**src/rtl/asram_cfg.svh**
```systemverilog
`ifndef ASRAM_CFG_SVH
`define ASRAM_CFG_SVH
// all times in ns except the retention recovery (ms)
`define ASRAM_CLK_NS        10
`define ASRAM_T_ACC_NS      70
`define ASRAM_T_OE_NS       35
`define ASRAM_T_DIS_NS      25
`define ASRAM_T_WC_NS       70
`define ASRAM_T_WP_NS       55
`define ASRAM_T_ASU_WH_NS   65
`define ASRAM_T_DSU_NS      30
`define ASRAM_T_REC_PD_MS   5
// least times round up to whole cycles
`define ASRAM_CYC_UP(t)     (((t) + `ASRAM_CLK_NS - 1) / `ASRAM_CLK_NS)
`define ASRAM_ACC_CYC       (`ASRAM_CYC_UP(`ASRAM_T_ACC_NS) + 1)
`define ASRAM_DIS_CYC       `ASRAM_CYC_UP(`ASRAM_T_DIS_NS)
`define ASRAM_WP_CYC        `ASRAM_CYC_UP(`ASRAM_T_WP_NS)
`define ASRAM_WC_CYC        `ASRAM_CYC_UP(`ASRAM_T_WC_NS)
`define ASRAM_DSU_CYC       `ASRAM_CYC_UP(`ASRAM_T_DSU_NS)
`define ASRAM_REC_PD_CYC    (`ASRAM_T_REC_PD_MS * 1000000 / `ASRAM_CLK_NS)
`endif

```
**src/rtl/asram_pkg.sv**
```systemverilog
package asram_pkg;
	typedef enum logic [2:0] {
		ASRAM_IDLE,
		ASRAM_RD,
		ASRAM_WR_SETUP,
		ASRAM_WR_PULSE,
		ASRAM_WR_END,
		ASRAM_TURN,
		ASRAM_SLEEP,
		ASRAM_WAKE
	} asram_state_t;

	typedef struct packed {
		logic cs1_n;
		logic cs2;
		logic we_n;
		logic oe_n;
	} asram_ctl_t;
endpackage

```
**src/rtl/asram_ctrl.sv**
```systemverilog
// Operation
// - write cycle 70 ns, strobe low 55 ns, address stable 65 ns
// - controller never drives data while memory drives it
// - deselect before retention, wait 5 ms after wake before access
// - during retention active-high select held firm
`timescale 1ns/10ps
`include "asram_cfg.svh"
module asram_ctrl
	import asram_pkg::*;
#(
	parameter int AW          = 17,
	parameter int DW          = 8,
	parameter int REC_PD_CYC  = `ASRAM_REC_PD_CYC
) (
	input  wire logic          mclk_i,
	input  wire logic          sys_rst_i,
	input  wire logic          req_i,
	input  wire logic          req_wr_i,
	input  wire logic [AW-1:0] req_addr_i,
	input  wire logic [DW-1:0] req_wdata_i,
	input  wire logic          sleep_i,
	output logic               busy_o,
	output logic               rd_valid_o,
	output logic [DW-1:0]      rd_data_o,
	output logic               asleep_o,
	output logic [AW-1:0]      mem_addr_o,
	output logic               mem_cs1_n_o,
	output logic               mem_cs2_o,
	output logic               mem_we_n_o,
	output logic               mem_oe_n_o,
	output logic [DW-1:0]      mem_dq_o,
	output logic               mem_dq_oe_o,
	input  wire logic [DW-1:0] mem_dq_i
);

	////////////////////////////////////////////////////////////////////////
	localparam int CW = 20;
	localparam logic [CW-1:0] ACC_C  = CW'(`ASRAM_ACC_CYC);
	localparam logic [CW-1:0] DIS_C  = CW'(`ASRAM_DIS_CYC);
	localparam logic [CW-1:0] WP_C   = CW'(`ASRAM_WP_CYC);
	localparam logic [CW-1:0] WC_C   = CW'(`ASRAM_WC_CYC);
	localparam logic [CW-1:0] REC_C  = CW'(REC_PD_CYC);
	localparam logic [CW-1:0] DSU_C  = CW'(`ASRAM_DSU_CYC);
	// cs2 never moves, so retention rests on cs1_n alone
	localparam asram_ctl_t    CTL_OFF = '{cs1_n: 1'b1, cs2: 1'b1, we_n: 1'b1, oe_n: 1'b1};
	localparam asram_ctl_t    CTL_RD  = '{cs1_n: 1'b0, cs2: 1'b1, we_n: 1'b1, oe_n: 1'b0};
	localparam asram_ctl_t    CTL_WR  = '{cs1_n: 1'b0, cs2: 1'b1, we_n: 1'b1, oe_n: 1'b1};

	////////////////////////////////////////////////////////////////////////
	asram_state_t    st_r, st_nxt;
	logic [CW-1:0]   cnt_r, cnt_nxt;
	asram_ctl_t      ctl_r, ctl_nxt;
	logic [AW-1:0]   addr_r, addr_nxt;
	logic [DW-1:0]   wd_r, wd_nxt;
	logic            dqoe_r, dqoe_nxt;
	logic [DW-1:0]   rdat_r, rdat_nxt;
	logic            rval_r, rval_nxt;
	logic            busy_r, busy_nxt;
	logic            slp_r, slp_nxt;
	logic            rd_take;

	always_comb begin
		st_nxt   = st_r;
		cnt_nxt  = (cnt_r != '0) ? cnt_r - CW'(1) : cnt_r;
		ctl_nxt  = ctl_r;
		addr_nxt = addr_r;
		wd_nxt   = wd_r;
		dqoe_nxt = dqoe_r;
		busy_nxt = busy_r;
		slp_nxt  = slp_r;
		case (st_r)
			ASRAM_IDLE: begin
				busy_nxt = 1'b0;
				if (sleep_i) begin
					// deselect already holds, so retention setup is met
					ctl_nxt  = CTL_OFF;
					slp_nxt  = 1'b1;
					busy_nxt = 1'b1;
					st_nxt   = ASRAM_SLEEP;
				end else if (req_i) begin
					addr_nxt = req_addr_i;
					wd_nxt   = req_wdata_i;
					busy_nxt = 1'b1;
					if (req_wr_i) begin
						// selects first, strobe later, so memory keeps outputs off
						ctl_nxt = CTL_WR;
						st_nxt  = ASRAM_WR_SETUP;
					end else begin
						// full access time counts from address and selects
						ctl_nxt = CTL_RD;
						cnt_nxt = ACC_C;
						st_nxt  = ASRAM_RD;
					end
				end
			end
			ASRAM_RD: begin
				if (rd_take) begin
					ctl_nxt  = CTL_OFF;
					cnt_nxt  = DIS_C;
					st_nxt   = ASRAM_TURN;
				end
			end
			ASRAM_WR_SETUP: begin
				ctl_nxt.we_n = 1'b0;
				cnt_nxt      = WP_C;
				st_nxt       = ASRAM_WR_PULSE;
			end
			ASRAM_WR_PULSE: begin
				// wait out memory turn-off before driving data
				// out three cycles before strobe rise for data setup, still past turn-off
				if (cnt_r == (DSU_C + CW'(1))) begin
					dqoe_nxt = 1'b1;
				end
				// strobe width covers data setup; setup cycle plus strobe covers address setup
				if (cnt_r == CW'(1)) begin
					ctl_nxt.we_n = 1'b1;
					st_nxt       = ASRAM_WR_END;
				end
			end
			ASRAM_WR_END: begin
				// data held one cycle past strobe rise, zero hold needed
				dqoe_nxt = 1'b0;
				ctl_nxt  = CTL_OFF;
				cnt_nxt  = WC_C - WP_C;
				st_nxt   = ASRAM_TURN;
			end
			ASRAM_TURN: begin
				if (cnt_r <= CW'(1)) begin
					busy_nxt = 1'b0;
					st_nxt   = ASRAM_IDLE;
				end
			end
			ASRAM_SLEEP: begin
				if (!sleep_i) begin
					cnt_nxt = REC_C;
					st_nxt  = ASRAM_WAKE;
				end
			end
			ASRAM_WAKE: begin
				// long wait: still deselected until memory has recovered
				if (cnt_r <= CW'(1)) begin
					slp_nxt  = 1'b0;
					busy_nxt = 1'b0;
					st_nxt   = ASRAM_IDLE;
				end
			end
			default: begin
				st_nxt = ASRAM_IDLE;
			end
		endcase
	end

	////////////////////////////////////////////////////////////////////////
	always_ff @(posedge mclk_i) begin
		if (sys_rst_i) begin
			st_r   <= ASRAM_IDLE;
			cnt_r  <= '0;
			ctl_r  <= CTL_OFF;
			addr_r <= '0;
			wd_r   <= '0;
			dqoe_r <= 1'b0;
			busy_r <= 1'b1;
			slp_r  <= 1'b0;
		end else begin
			st_r   <= st_nxt;
			cnt_r  <= cnt_nxt;
			ctl_r  <= ctl_nxt;
			addr_r <= addr_nxt;
			wd_r   <= wd_nxt;
			dqoe_r <= dqoe_nxt;
			busy_r <= busy_nxt;
			slp_r  <= slp_nxt;
		end
	end

	////////////////////////////////////////////////////////////////////////
	// read capture on the last access cycle; apart so the pulse never lingers
	assign rd_take = (st_r == ASRAM_RD) && (cnt_r == CW'(1));

	always_comb begin
		rdat_nxt = rdat_r;
		rval_nxt = 1'b0;
		if (rd_take) begin
			rdat_nxt = mem_dq_i;
			rval_nxt = 1'b1;
		end
	end

	always_ff @(posedge mclk_i) begin
		if (sys_rst_i) begin
			rdat_r <= '0;
			rval_r <= 1'b0;
		end else begin
			rdat_r <= rdat_nxt;
			rval_r <= rval_nxt;
		end
	end

	////////////////////////////////////////////////////////////////////////
	assign busy_o      = busy_r;
	assign rd_valid_o  = rval_r;
	assign rd_data_o   = rdat_r;
	assign asleep_o    = slp_r;
	assign mem_addr_o  = addr_r;
	assign mem_cs1_n_o = ctl_r.cs1_n;
	assign mem_cs2_o   = ctl_r.cs2;
	assign mem_we_n_o  = ctl_r.we_n;
	assign mem_oe_n_o  = ctl_r.oe_n;
	assign mem_dq_o    = wd_r;
	assign mem_dq_oe_o = dqoe_r;

endmodule

```
**config.mk**
```make
export PLATFORM = sky130hd
export DESIGN_NAME = asram_ctrl
export DESIGN_NICKNAME = d
export VERILOG_FILES = /design/src/rtl/asram_pkg.sv /design/src/rtl/asram_ctrl.sv
export VERILOG_INCLUDE_DIRS = /design/src /design/src/rtl
export SDC_FILE = /design/constraint.sdc
export NUM_CORES = 1
export LEC_CHECK = 0
export ABC_AREA = 0
export BUFFER_PORTS_ARGS = -buffer_cell sky130_fd_sc_hd__buf_4
export CAP_MARGIN = 5
export CORE_MARGIN = 5
export CORE_UTILIZATION = 50
export DETAILED_ROUTE_END_ITERATION = 10
export PLACE_DENSITY = 0.78
export SYNTH_ARGS = -nofsm -noshare
export SYNTH_HDL_FRONTEND = slang
export SYNTH_SLANG_ARGS = --single-unit
```
**constraint.sdc**
```tcl
create_clock -name mclk_i -period 3.6 [get_ports mclk_i]
set_input_delay 0.72 -clock mclk_i [delete_from_list [all_inputs] [get_ports mclk_i]]
set_output_delay 0.72 -clock mclk_i [all_outputs]
set_load 0.01 [all_outputs]
```
==> results of run 1 <==
## metrics by stage
| step | worst slack (ns) | cells | hold slack [ns] |
|---|---|---|---|
| 2_1_floorplan | 1.24 | 363 | 0.461 |
| 3_5_place_dp | 1.07 | 499 | 0.447 |
| 4_1_cts | 1.10 | 515 | 0.457 |
| 5_1_grt | 0.914 | 515 | 0.480 |
| 6_report | 1.08 | 515 | 0.454 |
| 3_3_place_gp | 1.17 | 499 | 0.443 |
## cell usage in the layout (no fill, tap or decap), types with 6 or more instances in the layout
master	Yosys	routed
buf_4	2	82
nand2_1	66	66
dfxtp_1	63	63
a21oi_1	40	40
nor2_1	34	34
mux2i_1	11	11
inv_1	10	10
o21ai_0	10	10
clkbuf_8	0	10
xor2_1	9	9
nor4_1	9	8
nor3_1	8	8
a31oi_1	7	7
nand4_1	6	6
nand3_1	6	6
ha_1	6	6
## per-layer routing
| layer | wire [um] | global-route usage (%) | up-vias |
|---|---|---|---|
| met4 | 136 | 10.6 | 0 |
| met1 | 3340 | 27.2 | 1298 |
| met2 | 3690 | 32.9 | 102 |
| li1 | - | - | 1429 |
| met3 | 760 | 8.14 | 14 |
| met5 | 0 | 0 | - |
## power groups by stage
stage,combinational [mW],clock [mW],sequential (mW)
after floorplan,1.40,0,1.02
after global placement,1.77,0,1.06
after detailed placement,1.81,0,1.07
after CTS,1.82,0.616,1.06
after global routing,2.01,0.653,1.09
final,1.83,0.606,1.06
## kinds of logic (layout without fill, tap and decap cells)
| logic type | after synthesis | count (layout) | share of synthesized area (%) |
|---|---|---|---|
| simple gates | 153 | 153 | 24.6 |
| buf+inv | 31 | 108 | 4.40 |
| compound gates | 85 | 85 | 18.6 |
| fa+ha+maj | 6 | 6 | 2.51 |
| mux | 11 | 11 | 3.69 |
| other cells | 1 | 1 | 0.126 |
| xor+xnor | 13 | 13 | 3.81 |
| flops | 63 | 63 | 42.2 |
## worst max-delay path by stage
stage                   start         to  slack, ns  depth (start not counted)
floorplan            cnt_r[4]     busy_o       1.24                          6
global placement    sys_rst_i   cnt_r[2]       1.17                          5
detailed placement  sys_rst_i  cnt_r[14]       1.07                          5
CTS                  cnt_r[4]     busy_o       1.10                          5
global route          st_r[2]   cnt_r[2]       0.91                          6
finish               cnt_r[4]     busy_o       1.08                          5
## cell type report
cell class                      instances  area share [%]
Clock buffer                           13            3.92
Tap cell                               75            2.47
Multi-Input combinational cell        269            42.1
Sequential cell                        63            33.2
Inverter                               10           0.988
Clock inverter                          3            1.12
Timing Repair Buffer                   82            16.2
## worst max-delay path: stages, from the launching register on
cell and delay [ns]:
dfxtp_1 0.37, or4_4 0.59, or4_4 0.59, o31ai_4 0.40, o21ai_1 0.14, a221o_1 0.32
## Yosys cell counts (all sizes together), types with 7 or more instances
library cell / count / share of area, %
nand2: 66 / 8.3
dfxtp: 63 / 42
a21oi: 40 / 6.7
nor2: 34 / 4.3
clkbuf: 18 / 2.3
mux2i: 11 / 3.7
o21ai: 11 / 1.8
inv: 10 / 1.3
nor4: 10 / 2.6
xor2: 9 / 2.6
nor3: 8 / 1.3
a31oi: 7 / 1.5
## state kept, by name (all words and copies together) (netlist names)
register and cells:
mem_dq_oe_o 1, cnt_r 20, busy_o 1, mem_addr_o 17, rd_valid_o 1, asleep_o 1, st_r 3, mem_dq_o 8
mem_we_n_o 1, rd_data_o 8, mem_oe_n_o 1, mem_cs1_n_o 1
==> qor.yml, run 1 <==
run:
  drv_cap: 0
power_and_ir_drop:
  irDropWorstVdd_mv: 0.455
  combPwrFrac_pct: 52.3
  p_leak_nw: 1.53
  powerDensity_nw_per_um2: 921
  p_int_mw: 1.93
  p_clk_share_pct: 17.3
  total_switching_power_mw: 1.57
  total_power_mw: 3.50
  p_seq_share_pct: 30.4
  power.share.switching_pct: 44.8
critical_path:
  r2r-end: "busy_o"
  r2r_slack_ns: 1.08
  worstPathArrival_ns: 2.75
  r2r_start: "cnt_r[4]"
  path_class: "flop to flop"
  cp-end-kind: "flop"
  reg2regPathDepth: 5
  start_kind: "flop"
  worstPathRequired_ns: 3.83
  cp_max_fo: 8
die:
  core_region_area_um2: 5850
  io_pins: 79
  dieWidth_um: 87.3
  die_h_um: 87.3
  row_count: 28
  fp.dieArea_um2: 7620
  initial_core_util_pct: 51.0
global_routing:
  grt_max_degree: 49
  grt_first_pass_wirelength_mm: 13.1
  grt_pass1_vias: 2798
  grt_remaining_overflow: 0
  grt_use_total_pct: 21.8
  antenna_found_initial: 0
clock_tree:
  path_clk_slew_ns: 0.07
  root_buffer: "clkbuf_8"
  ctsResizeCount: 0
  cts_tree: "built"
  cts_buffers: 9
  cts.htree.levels: 3
  clkLatencyLatePin_ns: 0.34
  cts_sinks: 63
  cts_setup_buffers: 0
  cts_max_path_buffers: 2
  postCtsHoldBufs: 0
timing:
  timing.fmax_mhz: 397
  final_hold_viol_count: 0
  slew_viol_final: 0
  finalCriticalPeriod_ns: 2.52
  setup-violations-final: 0
  worst_pin_slew_ns: 0.799
  rsz0062_at_grt: "false"
  slew_headroom_pct: 46.3
  period_share_pct: 69.9
  finClkSkew_ns: 0.00516
  setup_tns_ns: 0
placed_design:
  gp_congestion: 0.917
  io_buffers: 77
  dp_hpwl_mm: 5.75
  dpl_cell_area_um2: 3610
final_layout:
  fin_nets: 479
  fin_util_pct: 64.9
  nFillCells: 506
  multi_input_area_um2: 1600
  postLayoutCellArea_um2: 3800
  syn_to_final_growth_pct: 27.2
  seq_area_um2: 1260
  drive_gt1_share_pct: 23.9
  antenna_cells: 0
route:
  vias: 2843
  drc: 0
  via_per_inst: 5.52
  drt_wl_total_mm: 7.92
  wl_per_cell_um: 15.4
  drt-pass1-iter-count: 4
  ant_nets: 0
  drt_iter0_markers: 185
logic_synthesis:
  synth_seq_cells: 63
  synthFlopType: "dfxtp_1"
  syn_inst: 363
  synth-seq-area-share_pct: 42.2
  syn_nets: 407
  synth.distinct_cells: 48
  syn_area_per_cell_um2: 8.23
  synth_area_um2: 2990
  async_reset_ff_share_pct: 0
  yosysWarnings: 0
  synth_edf_count: 0
min_path:
  hold_end: "mem_addr_o[14]"
  hold_start: "mem_addr_o[14]"
  hp-class: "flop to flop"
  holdPathStages: 2
outcome:
  status: "complete, no violations"
Note: power is estimated with default switching activity, not from simulation.
==> inputs of run 2 (changes only) <==
--- a/config.mk
+++ b/config.mk
@@ -10,9 +10,9 @@
 export BUFFER_PORTS_ARGS = -buffer_cell sky130_fd_sc_hd__buf_4
 export CAP_MARGIN = 5
 export CORE_MARGIN = 5
-export CORE_UTILIZATION = 50
+export CORE_UTILIZATION = 47
 export DETAILED_ROUTE_END_ITERATION = 10
-export PLACE_DENSITY = 0.78
+export PLACE_DENSITY = 0.77
 export SYNTH_ARGS = -nofsm -noshare
 export SYNTH_HDL_FRONTEND = slang
 export SYNTH_SLANG_ARGS = --single-unit
==> constraint.sdc (replaced) <==
create_clock -name mclk_i -period 2.2 [get_ports mclk_i]
set_input_delay 0.44 -clock mclk_i [delete_from_list [all_inputs] [get_ports mclk_i]]
set_output_delay 0.44 -clock mclk_i [all_outputs]
set_load 0.01 [all_outputs]
==> run 2 against run 1 <==
Effect of this change: the run now ends with negative setup slack left; critical path depth unchanged; power up 87%; die area up 5.6%; first-iteration DRC count up 19%.
==> qor.yml, run 2 (same netlist as run 1, synthesis figures left out) <==
critical_path:
  cpPeakStageDelay_ns: 0.57
  path_class: "flop to flop"
  cp_cell_sequence: "or4_4, or4_4, o31ai_4, o21ai_1, a221o_1"
  worstPathArrival_ns: 2.51
  start_kind: "flop"
  slowest_stage: "or4_4"
  cp_max_fo: 6
  worstPathRequired_ns: 2.43
  cpMostUsedCell: "or4_4"
  cp-end-kind: "flop"
final_layout:
  fin_util_pct: 65.6
  antenna_cells: 0
  largest_register_ff_count: 20
  syn_to_final_growth_pct: 37.9
  regMostFlops: "cnt_r"
  postLayoutCellArea_um2: 4120
  fin_nets: 511
  drive_gt1_share_pct: 30.6
  layout_commonest_cell: "buf_4"
  mostFrequentLayoutCells: "buf_4, nand2_1, dfxtp_1"
clock_tree:
  cts_tree: "built"
  cts_sinks: 63
  postCtsHoldBufs: 0
  cts_max_path_buffers: 2
  clkLatencyLatePin_ns: 0.34
  cts_buffers: 9
  root_buffer: "clkbuf_8"
  path_clk_slew_ns: 0.07
  cts.htree.levels: 3
timing:
  timing.final.ws_setup_ns: -0.0824
  timing.fmax_mhz: 438
  finClkSkew_ns: 0.00702
  final_hold_viol_count: 0
  rsz0062_at_grt: "true"
  slew_headroom_pct: 57.5
  finalCriticalPeriod_ns: 2.28
  period_share_pct: 104
  setup_tns_ns: -0.549
  worst_pin_slew_ns: 0.637
  setup-violations-final: 11
  slew_viol_final: 0
placed_design:
  gp_congestion: 0.942
  io_buffers: 77
  dpl_cell_area_um2: 3830
  dp_hpwl_mm: 6.20
route:
  drt_iter0_markers: 220
  ant_nets: 0
  via_per_inst: 5.48
  drc: 0
  wl_per_cell_um: 15.6
  drt-pass1-iter-count: 4
  drt_wl_total_mm: 8.53
  vias: 3001
run:
  drv_cap: 0
die:
  io_pins: 79
  dieWidth_um: 89.7
  core_region_area_um2: 6280
  row_count: 29
  fp.dieArea_um2: 8050
  initial_core_util_pct: 47.6
  die_h_um: 89.7
outcome:
  status: "finished with violations"
  violations: "negative setup slack"
global_routing:
  antenna_found_initial: 0
  grt_pass1_vias: 2960
  grt_remaining_overflow: 0
  grt_first_pass_wirelength_mm: 14.2
  grt_use_total_pct: 21.1
  grt_max_degree: 30
min_path:
  hp-class: "primary input to flop"
power_and_ir_drop:
  powerDensity_nw_per_um2: 1590
  p_leak_nw: 1.71
  irDropWorstVdd_mv: 0.762
## run 2: cell count changes in the layout (fill, tap and decap cells not counted), sizes merged
cell | before | now
buf | 82 | 114
bufinv | 1 | 2
clkbuf | 13 | 12
clkinv | 1 | 0
## run 2: worst paths after layout
path	cells after the start	slack, ns	endpoint	from
worst max-delay path	5	-0.08	busy_o	cnt_r[12]
worst min-delay path	3	0.33	rd_data_o[1]	mem_dq_i[1]
worst max register to register	5	-0.08	busy_o	cnt_r[12]
worst min register to register	2	0.46	mem_addr_o[14]	mem_addr_o[14]
## run 2: area by class of cell
type	instances	area [um2]
clock buffer	12	145
inverter	10	37.5
timing repair buffer	114	867
fill	543	2160
clock inverter	3	67.6
tap	77	96.3
sequential	63	1260
multi-input combinational	269	1640
## run 2: layer usage
metal  part of all wire, %  track usage (%)  vias up
met1                    43             27.8     1382
met4                   1.5             5.67        0
li1                      -                -     1495
met5                     0                0        -
met2                    46             31.9      112
met3                   8.9             8.76       12
## run 2: metrics by stage
| stage | total power, mW | hold slack, ns | std cells | setup slack [ns] |
|---|---|---|---|---|
| after global routing | 7.02 | 0.325 | 548 | -0.171 |
| after global placement | 5.12 | 0.443 | 529 | -0.0480 |
| after detailed placement | 5.19 | 0.448 | 529 | -0.0905 |
| after CTS | 6.39 | 0.322 | 546 | -0.0682 |
| final | 6.54 | 0.335 | 548 | -0.0824 |
| after floorplan | 3.98 | 0.461 | 363 | -0.0940 |
## run 2: timing repair
item | in CTS | in global routing
pin swaps | 1 | 2
gates resized for setup | 4 | 7
setup buffers | 1 | 2
endpoints found under the setup margin | 11 | 33
cloned | 1 | 0
## run 2: where the power goes
part | switching (mW) | leakage [nW] | internal (mW)
clock | 0.440 | 0.103 | 0.664
combinational | 2.11 | 1.09 | 1.69
sequential | 0.232 | 0.515 | 1.40
## run 2: worst max-delay path, delay by kind of cell (launching register included)
| family | cells | cell delay, ns |
|---|---|---|
| AOI/OAI and AO/OA | 3 | 0.78 |
| DFF | 1 | 0.31 |
| and+or+nand+nor | 2 | 1.10 |
==> inputs of run 3 (changes only) <==
--- a/config.mk
+++ b/config.mk
@@ -12,7 +12,8 @@
 export CORE_MARGIN = 5
 export CORE_UTILIZATION = 47
 export DETAILED_ROUTE_END_ITERATION = 10
-export PLACE_DENSITY = 0.77
+export GPL_ROUTABILITY_DRIVEN = 0
+export PLACE_DENSITY = 0.85
 export SYNTH_ARGS = -nofsm -noshare
 export SYNTH_HDL_FRONTEND = slang
 export SYNTH_SLANG_ARGS = --single-unit
==> run 3 against run 2 <==
Effect of this change: the flow still finishes with violations (negative setup slack); count of clock-buffer cells in the layout down 2; final area down 0.52%; utilization down 0.34 points; routed wire length up 7.3%; non-clock buffer count down 4; setup slack worse by 0.061 ns; sequential share of layout area up 0.16 points; die area unchanged; first-iteration DRC count up 43%; critical endpoint is now rd_data_o[4].
==> qor.yml, run 3 (same netlist as run 1, synthesis figures left out) <==
critical_path:
  r2r_start: "cnt_r[12]"
  crit_buf_inv: 1
  cp_max_fo: 5
  start_kind: "flop"
  cp-end-kind: "flop"
  cpPeakStageDelay_ns: 0.57
  cp_cell_sequence: "or4_4, or4_4, nor4_4, buf_6, mux2i_1, nor2_1"
  path_class: "flop to flop"
  slowest_stage: "or4_4"
  r2r_slack_ns: -0.14
  crit_start: "cnt_r[12]"
  r2r-end: "rd_data_o[4]"
  worstPathArrival_ns: 2.55
  reg2regPathDepth: 6
  critPathTopFamily: "simple AND/OR/NAND/NOR gates"
  cpMostUsedCell: "or4_4"
  worstPathRequired_ns: 2.41
power_and_ir_drop:
  p_int_mw: 3.67
  combPwrFrac_pct: 58.0
  irDropWorstVdd_mv: 0.805
  powerDensity_nw_per_um2: 1610
  power.share.switching_pct: 44.4
  p_seq_share_pct: 25.2
  p_leak_nw: 1.69
  total_switching_power_mw: 2.93
  p_clk_share_pct: 16.8
min_path:
  holdPathStages: 2
  hold_start: "sys_rst_i"
  hold_end: "asleep_o"
  hp-class: "primary input to flop"
die:
  initial_core_util_pct: 47.6
  fp.dieArea_um2: 8050
  io_pins: 79
  row_count: 29
  dieWidth_um: 89.7
  die_h_um: 89.7
  core_region_area_um2: 6280
timing:
  worst_pin_slew_ns: 0.613
  finalCriticalPeriod_ns: 2.34
  finClkSkew_ns: 0.0138
  final_hold_viol_count: 0
  setup_tns_ns: -1.51
  rsz0062_at_grt: "true"
  slew_headroom_pct: 58.7
  setup-violations-final: 15
  timing.fmax_mhz: 427
  timing.final.ws_setup_ns: -0.143
  period_share_pct: 107
  slew_viol_final: 0
final_layout:
  layout_commonest_cell: "buf_4"
  antenna_cells: 0
  seq_area_um2: 1260
  drive_gt1_share_pct: 30.8
  fin_cells: 545
  regMostFlops: "cnt_r"
  multi_input_area_um2: 1650
  nFillCells: 473
  postLayoutCellArea_um2: 4100
  mostFrequentLayoutCells: "buf_4, nand2_1, dfxtp_1"
  fin_nets: 507
  largest_register_ff_count: 20
  syn_to_final_growth_pct: 37.2
global_routing:
  grt_pass1_vias: 3117
  grt_max_degree: 45
  antenna_found_initial: 0
  grt_use_total_pct: 21.7
  grt_remaining_overflow: 0
  grt_first_pass_wirelength_mm: 14.7
route:
  drt_wl_total_mm: 9.14
  wl_met2_mm: 4.20
  drc: 0
  met3_length_mm: 1.03
  wl_per_cell_um: 16.8
  via_per_inst: 5.86
  vias: 3194
  top_layer: "met4"
  drt_iter0_markers: 315
  drt-pass1-iter-count: 5
  ant_nets: 0
  met1_length_mm: 3.75
clock_tree:
  cts_max_path_buffers: 2
  cts_buffers: 9
  cts_tree: "built"
  clkLatencyLatePin_ns: 0.35
  root_buffer: "clkbuf_8"
  path_clk_slew_ns: 0.08
  cts.htree.levels: 3
  cts_sinks: 63
outcome:
  status: "finished with violations"
  violations: "negative setup slack"
placed_design:
  place_ws_ns: -0.0724
  dp_hpwl_mm: 6.14
  io_buffers: 77
  dpl_cell_area_um2: 3810
  dp.cells: 526
run:
  drv_cap: 0
-- run 3: area by class of cell --
class	count	share of cell area, %
Clock buffer	10	3.11
Clock inverter	6	2.08
Inverter	10	0.916
Multi-Input combinational cell	269	40.2
Sequential cell	63	30.9
Tap cell	77	2.35
Timing Repair Buffer	110	20.4
-- run 3: power groups by stage --
stage,clock (mW),combinational [mW],sequential [mW]
after floorplan,0,2.31,1.67
after global placement,0,3.41,1.66
after detailed placement,0,3.50,1.66
final,1.11,3.83,1.66
after global routing,1.16,4.10,1.70
after CTS,1.11,3.65,1.65
-- run 3: stage by stage --
step / power [mW] / util (%) / hold WS [ns]
6_report: 6.61 / 65.3 / 0.303
5_1_grt: 6.96 / 65.3 / 0.294
4_1_cts: 6.40 / 64.8 / 0.288
3_5_place_dp: 5.16 / 60.7 / 0.447
3_3_place_gp: 5.06 / 60.7 / 0.442
2_1_floorplan: 3.98 / - / 0.461
-- run 3: what timing repair did --
item	in CTS	in global routing
hold buffers	0	0
buffers inserted	1	1
pin swaps	3	4
endpoints found under the setup margin	11	18
cloned	1	0
hold endpoints to repair	0	0
gates resized for setup	7	5
-- run 3: layer usage --
metal  GRT usage (%)  up-vias
met5               0        -
met4            7.43        0
met1            27.3     1476
met2            33.7      209
li1                -     1486
met3            8.68       23
-- run 3: worst register-to-register path, cell delays in order (launching register included) --
cell and delay [ns]:
dfxtp_2 0.32, or4_4 0.53, or4_4 0.57, nor4_4 0.34
buf_6 0.19, mux2i_1 0.20, nor2_1 0.07
-- run 3: how the worst max path moves through the flow --
stage / slack, ns / cells after the start / end
after floorplan: -0.09 / 6 / busy_o
after global placement: -0.03 / 6 / rd_data_o[6]
after detailed placement: -0.07 / 6 / rd_data_o[0]
after CTS: -0.08 / 6 / rd_data_o[4]
after global routing: -0.20 / 6 / rd_data_o[0]
final: -0.14 / 6 / rd_data_o[4]
